$ cat src/rtl/mag_switch_map.svh
/*
 File: timing, threshold and reset constants for the duty-cycled magnetic switch.
 Assumes: included by bare name; constants only.
*/
`ifndef MAG_SWITCH_MAP_SVH
`define MAG_SWITCH_MAP_SVH
// clock rate in kHz
`define MS_CLK_KHZ 100000
// awake time in microseconds, typical
`define MS_AWAKE_US 50
// sampling period in milliseconds, typical
`define MS_PERIOD_MS 50
// awake phase length in cycles, typical time rounds down
`define MS_AWAKE_CYC ((`MS_AWAKE_US * `MS_CLK_KHZ) / 1000)
// sampling period in cycles
`define MS_PERIOD_CYC (`MS_PERIOD_MS * `MS_CLK_KHZ)
// field thresholds in gauss
`define MS_OP_GAUSS 33
`define MS_RP_GAUSS 23
`define MS_HYST_GAUSS 10
// complete awake phases needed before the output counts as valid
`define MS_VALID_PHASES 2
// reset value of the output pin: high means off
`define MS_OUT_RESET 1'b1
`endif

$ cat src/rtl/mag_switch_pkg.sv
/*
 File: types shared by the duty-cycled magnetic switch.
 Assumes: nothing beyond the constants header.
*/
`default_nettype none
package mag_switch_pkg;
	typedef enum logic {MODE_OMNI, MODE_UNI} mode_e;
	typedef logic signed [7:0] field_t;
endpackage : mag_switch_pkg
`default_nettype wire

$ cat src/rtl/mag_duty_timer.sv
/*
 File: hibernating timer that splits each period into an awake and a sleep phase.
 Assumes: one clock, synchronous active-high reset.
*/
`include "mag_switch_map.svh"
`default_nettype none
module mag_duty_timer #(
	parameter int PERIOD_CYC = `MS_PERIOD_CYC,
	parameter int AWAKE_CYC = `MS_AWAKE_CYC
) (
	// clock and reset
	input wire logic ref_clk,
	input wire logic sys_rst,
	// phase outputs
	output logic awake,
	output logic awakeEnd
);
	logic [31:0] count;
	logic [31:0] next_count;
	// period counter, awake during the first AWAKE_CYC cycles
	always_comb
	begin
		if (count == 32'(PERIOD_CYC - 1))
			next_count = 32'h0;
		else
			next_count = count + 32'h1;
	end
	always_ff @(posedge ref_clk)
	begin
		if (sys_rst)
			count <= 32'h0;
		else
			count <= next_count;
	end
	assign awake = (count < 32'(AWAKE_CYC));
	assign awakeEnd = (count == 32'(AWAKE_CYC - 1));
endmodule : mag_duty_timer
`default_nettype wire

$ cat src/rtl/mag_switch.sv
/*
 File: decision logic of a duty-cycled magnetic switch with selectable pole mode.
 Assumes: field sample arrives as a signed gauss value, synchronous to ref_clk;
 the analog pull-up on the select pin is steered by selPullEn.
*/
`include "mag_switch_map.svh"
`default_nettype none
module mag_switch
	import mag_switch_pkg::*;
#(
	parameter int PERIOD_CYC = `MS_PERIOD_CYC,
	parameter int AWAKE_CYC = `MS_AWAKE_CYC,
	parameter int OP_GAUSS = `MS_OP_GAUSS,
	parameter int RP_GAUSS = `MS_RP_GAUSS
) (
	// clock and reset
	input wire logic ref_clk,
	input wire logic sys_rst,
	// sensor and select
	input wire mag_switch_pkg::field_t field,
	input wire logic selIn,
	output logic selPullEn,
	// switch output pin, push-pull
	output logic switchOutN,
	output logic switchOutOeN,
	// state
	output logic outValid
);
	import mag_switch_pkg::*;

	localparam field_t OP_T = field_t'(OP_GAUSS);
	localparam field_t RP_T = field_t'(RP_GAUSS);
	localparam logic [1:0] VALID_N = 2'(`MS_VALID_PHASES);
	// phase count for a phase cut by a select change; wraps to zero at its sample
	localparam logic [1:0] SPOILT = 2'h3;

	logic awake;
	logic awakeEnd;
	logic detect;
	logic next_detect;
	logic [1:0] phases;
	logic [1:0] next_phases;
	mode_e mode;
	mode_e next_mode;
	mode_e selMode;
	logic awakePrev;
	logic next_awakePrev;
	logic awakeFirst;
	logic [31:0] awakeLen;
	logic [31:0] next_awakeLen;

	// phase timer
	mag_duty_timer #(
		.PERIOD_CYC(PERIOD_CYC),
		.AWAKE_CYC(AWAKE_CYC)
	) u_timer (
		.ref_clk(ref_clk),
		.sys_rst(sys_rst),
		.awake(awake),
		.awakeEnd(awakeEnd)
	);

	// decision for one sample with hysteresis
	function automatic logic decide(input mode_e m, input field_t b, input logic on);
		logic south;
		logic north;
		south = on ? (b >= RP_T) : (b > OP_T);
		north = on ? (b <= -RP_T) : (b < -OP_T);
		if (m == MODE_UNI)
			decide = south;
		else
			decide = south | north;
	endfunction : decide

	// pull-up only while awake; floating pin reads high then
	assign selPullEn = awake;
	assign selMode = selIn ? MODE_UNI : MODE_OMNI;
	// first cycle of an awake phase; a select change seen here came in during sleep
	assign awakeFirst = awake && !awakePrev;

	// sample at end of awake phase, count completed phases since power-up or mode change
	always_comb
	begin
		next_detect = detect;
		next_phases = phases;
		next_mode = mode;
		next_awakePrev = awake;
		if (awakeEnd)
		begin
			next_detect = decide(selMode, field, detect);
			next_mode = selMode;
			if (selMode != mode)
				next_phases = awakeFirst ? 2'h1 : 2'h0; // only a whole phase counts
			else if (phases != VALID_N)
				next_phases = phases + 2'h1; // SPOILT wraps to zero here
		end
		else if (awake && selMode != mode)
		begin
			next_mode = selMode;
			// a change seen after the first awake cycle cuts this phase: it must not count
			next_phases = awakeFirst ? 2'h0 : SPOILT;
		end
	end
	always_ff @(posedge ref_clk)
	begin
		if (sys_rst)
		begin
			detect <= 1'b0;
			phases <= 2'h0;
			mode <= MODE_UNI;
			awakePrev <= 1'b1; // timer rests at the start of an awake phase in reset
		end
		else
		begin
			detect <= next_detect;
			phases <= next_phases;
			mode <= next_mode;
			awakePrev <= next_awakePrev;
		end
	end

	// output stays off until valid, low when detected
	assign outValid = (phases == VALID_N);
	logic next_out;
	logic outReg;
	always_comb
	begin
		next_out = outValid ? ~detect : `MS_OUT_RESET;
	end
	always_ff @(posedge ref_clk)
	begin
		if (sys_rst)
			outReg <= `MS_OUT_RESET;
		else
			outReg <= next_out;
	end
	assign switchOutN = outReg;
	assign switchOutOeN = 1'b0; // always driven

	// length of the current pull-up window, read only by the checks
	always_comb
	begin
		next_awakeLen = selPullEn ? awakeLen + 32'h1 : 32'h0;
	end
	always_ff @(posedge ref_clk)
	begin
		if (sys_rst)
			awakeLen <= 32'h0;
		else
			awakeLen <= next_awakeLen;
	end
endmodule : mag_switch
`default_nettype wire

$ cat config.mk
export PLATFORM = sky130hd
export DESIGN_NAME = mag_switch
export DESIGN_NICKNAME = d
export VERILOG_FILES = /design/src/rtl/mag_switch_pkg.sv /design/src/rtl/mag_duty_timer.sv /design/src/rtl/mag_switch.sv
export VERILOG_INCLUDE_DIRS = /design/src /design/src/rtl
export SDC_FILE = /design/constraint.sdc
export NUM_CORES = 1
export LEC_CHECK = 0
export ABC_AREA = 0
export BUFFER_PORTS_ARGS = -buffer_cell sky130_fd_sc_hd__buf_2
export CAP_MARGIN = 20
export CORE_ASPECT_RATIO = 2
export CORE_UTILIZATION = 59
export DETAILED_ROUTE_END_ITERATION = 10
export MAX_ROUTING_LAYER = met4
export PLACE_DENSITY = 0.78
export SETUP_SLACK_MARGIN = 0.1
export SYNTH_ARGS = -nofsm -noshare
export SYNTH_HDL_FRONTEND = slang
export SYNTH_HIERARCHICAL = 1
export SYNTH_SLANG_ARGS = --single-unit
export TNS_END_PERCENT = 20
$ cat constraint.sdc
create_clock -name ref_clk -period 2.72 [get_ports ref_clk]
set_input_delay 0.544 -clock ref_clk [delete_from_list [all_inputs] [get_ports ref_clk]]
set_output_delay 0.544 -clock ref_clk [all_outputs]
set_load 0.1 [all_outputs]
# ---- Word-level counts from Yosys, hierarchy flattened
# Index checks and enable logic that the tools add are counted.
dict set report totals {
  regBits 38
  out_inout_bits 4
}
dict set report op_classes {
  add_sub_neg 2
  magnitude_cmp 5
  n_eq_ne 6
  muxes 12
  n_bitwise 3
  reduce_logical 7
}
# operator n
set ops {}
lappend ops {{32-bit by 1-bit adder with 32-bit output (second input constant)} 1}
lappend ops {{32-bit by 13-bit equality test with 1-bit output (second input constant)} 1}
lappend ops {{32-bit by 23-bit equality test with 1-bit output (second input constant)} 1}
lappend ops {{32-bit by 13-bit < comparator with 1-bit output (second input constant)} 1}
lappend ops {{2-bit 2-to-1 mux} 5}
lappend ops {{8-bit by 6-bit greater-or-equal comparator with 1-bit output (second input constant)} 1}
lappend ops {{8-bit by 7-bit greater-than comparator with 1-bit output (second input constant)} 1}
lappend ops {{8-bit by 6-bit less-or-equal comparator with 1-bit output (second input constant)} 1}
lappend ops {{8-bit by 7-bit < comparator with 1-bit output (second input constant)} 1}
lappend ops {{1-bit 2-to-1 mux} 7}
lappend ops {{2-bit OR reduction} 2}
lappend ops {{3-bit by 1-bit != test with 1-bit output (second input constant)} 1}
lappend ops {{2-bit by 1-bit adder with 2-bit output (second input constant)} 1}
lappend ops {{2-bit equality test (second input constant)} 1}
lappend ops {{1-bit logical AND} 2}
lappend ops {{2-bit != test (second input constant)} 1}
lappend ops {{1-bit NOT} 2}
lappend ops {{2-bit AND reduction} 1}
lappend ops {{2-bit nonzero test} 1}
lappend ops {{1-bit zero test} 1}
lappend ops {{1-bit != test} 1}
lappend ops {{1-bit OR} 1}

# ---- Depth between registers and ports, before layout
dict set report logic_depth {
  word_depth 5
  depth_mapped 9
  depth_no_buf 9
}

# ---- Modules after synthesis
# The synthesis kept the hierarchy.
# mod instances cells_each area_each_um2 seq_area_each_um2
set by_module_without_submodules {}
lappend by_module_without_submodules {mag_duty_timer 1 197 1661.6 640.6}
lappend by_module_without_submodules {mag_switch 1 46 396.6 120.1}

# ---- Worst setup path after synthesis
# OpenSTA, ideal clock, no wires.
dict set report synth_timing {
  path_kind {reg-to-reg}
  start {register u_timer.count[13]}
  end {register phases[0]}
  t_arrival_ns 3.294
  path_slack_ns -0.666
  path_stages_with_launch 8
  period_less_slack_ns 3.386
  cell_sequence {dfxtp_1 nor4_1 and4_1 nand2_1 a21oi_1 or3b_1 and3_1 nor4_1}
}
dict set report synth_between {
  elab_chain_cells 5
  word_cells_on_any_way 12
}
# item line_no
set synth_rtl {}
lappend synth_rtl {{start: declaration} mag_duty_timer.sv:18} ;# logic [31:0] count;
lappend synth_rtl {{start signal: assignment} mag_duty_timer.sv:33} ;# count <= next_count;
lappend synth_rtl {{32-bit by 13-bit < comparator with 1-bit output *} mag_duty_timer.sv:35} ;# assign awake = (count < 32'(AWAKE_CYC));
lappend synth_rtl {{via selPullEn} mag_switch.sv:22} ;# output logic selPullEn,
lappend synth_rtl {{1-bit logical AND} mag_switch.sv:79} ;# assign awakeFirst = awake && !awakePrev;
lappend synth_rtl {{2-bit 2-to-1 mux or 1-bit 2-to-1 mux (tied branches)} {mag_switch.sv:101, mag_switch.sv:93}}
lappend synth_rtl {{2-bit 2-to-1 mux (on tied branches)} {mag_switch.sv:97, mag_switch.sv:92}}
lappend synth_rtl {{2-bit 2-to-1 mux} mag_switch.sv:88} ;# if (awakeEnd)
lappend synth_rtl {{end signal: assignment} mag_switch.sv:116} ;# phases <= next_phases;
lappend synth_rtl {{end: declaration} mag_switch.sv:41} ;# logic [1:0] phases;
# Mark *: on every way through the listed nets, which the timed path passes. The rest lies on a longest branch. The select of a mux whose other input is x is not followed.
# A chain may end at the register's enable or synchronous reset.

# ---- Worst setup path in the final report
dict set report layout_timing {
  start {register u_timer.count[6]}
  end {output selPullEn}
}
dict set report layout_between {
  elab_chain_cells 1
}
# item line_no
set layout_rtl {}
lappend layout_rtl {{32-bit by 13-bit < comparator with 1-bit output} mag_duty_timer.sv:35}
lappend layout_rtl {{end: declaration} mag_switch.sv:22}
# No other way between the ends.

==> results.ini <==
[global_routing]
grt_pass1_vias=1857
overflow=0
grt-busiest-layer=met2
grt_use_met1_pct=25.9
grtUsageMet2_pct=50.6
track_usage_pct=28.2
grt_max_degree=20
met3_usage_pct=4.84
antenna_found_initial=0
grt_first_pass_wirelength_mm=7.80

[cts]
cts_setup_buffers=0
cts_buffer_depth=2
clkSinkCount=38
clkLatencyLatePin_ps=290
clock_tree.root_cell=clkbuf_8
postCtsHoldBufs=0
numCtsBuffers=5
htreeDepth=2
cts_tree=built
cts_resized=0
path_clk_slew_ps=70

[synthesis]
yosys_most_used_dff=dfxtp_1
synth_edf_count=0
syn_area_per_cell_sq_um=8.47
synth_cell_types=46
yosys_warnings=6
async_reset_ff_share_pct=0
synth_nets=256
synth_seq_area_share_pct=37.0
syn-cell-area_sq_mm=0.00206
syn_inst=243
ys_ff_latch=38

[finish]
antennaDiodeCount=0
final_cell_mix=dfxtp_1 (38), nor2_1 (25), a21oi_1 (16)
area_growth_pct=8.33
mostFrequentLayoutCell=dfxtp_1
nets=267
drive_gt1_share_pct=14.2

[die]
die_x_um=43.8
rows=30
initial_core_util_pct=61.6
die-area_sq_mm=0.00374
die_y_um=85.5
core_sq_mm=0.00334
pin_count=15

[timing]
finalCriticalPeriod_ps=2510
setup_viol=0
setup-tns-final_ps=0
period_share_pct=92.4
hold_violations=0
slew_violations=0
slew_headroom_pct=62.5
worstMarginPinSlew_ps=558
clock_skew_ps=6.06
rsz0062_at_grt=true
fmax_mhz=398

[pwr]
p_per_area_mw_per_mm2=457
clockPowerShare_pct=37.0
share_comb_of_total_power_pct=7.1
power.switching_mw=0.235
ir_worst_vdd_uv=416
p_int_mw=0.784
swShare_pct=23.1
power_mw=1.02
seq_power_share_pct=55.9
p_leak_nw=0.737

[routing]
antenna_left=0
viasPerCell=6.66
first_pass_iters=4
vias=1897
drcViolationCount=0
drtIter0Drc=58
wirelength_mm=4.72
wl_per_cell_um=16.6

[placed_design]
gp_congestion=0.924
port_buffers=13
dpl.hpwl_mm=3.55

[setup_path]
path_delay_family=compound AO/OA/AOI/OAI gates
critical_path_class=register to output port
crit_slowest_cell=buf_2
endpoint_kind=output port
slowest_delay_ps=450
cp.arrival_ps=1970
critPathBufInv=1
crit_chain=nor4_1, o21ai_0, a21oi_4, buf_2
worstPathRequired_ps=2180
critPathMaxFanout=6
startpoint_type=register

[run]
drv_cap=0

[min_path]
min_path_type=register to register

[run_status]
status=finished clean

power groups by stage:
stage	combinational, mW	sequential [mW]	clock, mW
after floorplan	0.0503	0.581	0
after global placement	0.0709	0.582	0
after detailed placement	0.0722	0.583	0
after CTS	0.0727	0.570	0.385
after global routing	0.0786	0.570	0.413
final	0.0723	0.570	0.377
flip-flops by register name, summed over array words and instances (netlist names):
register       cells
awakePrev          1
switchOutN         1
detect             1
phases             2
u_timer/count     32
mode               1
area by class of cell:
class / instances / area [sq um]
multi-input combinational: 188 / 1230
fill: 313 / 1110
sequential: 38 / 761
timing repair buffer: 15 / 92.6
clock buffer: 6 / 82.6
tap: 32 / 40.0
inverter: 6 / 22.5
path summary, 6_finish.rpt:
kind                                             startpoint                           to  slack (ps)  depth (start not counted)
worst max-delay path            u_timer/count[6]$_SDFF_PP0_                    selPullEn         210                          4
worst min-delay path            u_timer/count[0]$_SDFF_PP0_  u_timer/count[0]$_SDFF_PP0_         460                          1
worst max register to register  u_timer/count[7]$_SDFF_PP0_       phases[1]$_SDFFE_PP0P_         520                          8
worst min register to register  u_timer/count[0]$_SDFF_PP0_  u_timer/count[0]$_SDFF_PP0_         460                          1
cells in the mapped netlist (3+ instances only):
cell type / count / area, sq um
nor2_1: 26 / 97.6
nor3_1: 4 / 20.0
nand2_1: 13 / 48.8
and4_1: 6 / 52.6
buf_1: 3 / 11.3
xor2_1: 5 / 43.8
buf_2: 4 / 20.0
dfxtp_1: 38 / 761
inv_1: 6 / 22.5
nand3b_1: 3 / 22.5
and3_1: 6 / 37.5
xnor2_1: 11 / 96.3
o21ai_0: 11 / 55.1
nand4_1: 11 / 68.8
nand3_1: 14 / 70.1
o31ai_1: 8 / 60.1
or3_1: 4 / 25.0
nor4_1: 13 / 81.3
or4_1: 8 / 60.1
a21oi_1: 17 / 85.1
per-layer routing:
layer	share of wire (%)	wire length, um
met1	38	1780
met2	56	2630
met3	3.1	147
met4	3.3	157
met5	0	0
through the flow:
step | util (%) | hold WS, ps | cells | worst slack [ps] | cell area [sq um]
4_1_cts | 66.7 | 475 | 285 | 202 | 2230
3_3_place_gp | 64.2 | 446 | 279 | 548 | 2140
6_report | 66.7 | 464 | 285 | 208 | 2230
2_1_floorplan | - | 426 | 243 | 316 | 2070
5_1_grt | 66.7 | 493 | 285 | 84.7 | 2230
3_5_place_dp | 64.2 | 459 | 279 | 459 | 2140
cell families (layout without fill, tap and decap cells):
family	Yosys count	in the layout	share of synthesized area [%]
XOR/XNOR	16	16	6.81
AO/OA/AOI/OAI	44	44	14.3
buffers and inverters	17	27	3.89
adder cells (fa/ha/maj)	2	2	1.22
AND/OR/NAND/NOR	125	125	36.7
flip-flops	38	38	37.0
other	1	1	0.182
(Power assumes the default switching activity.)
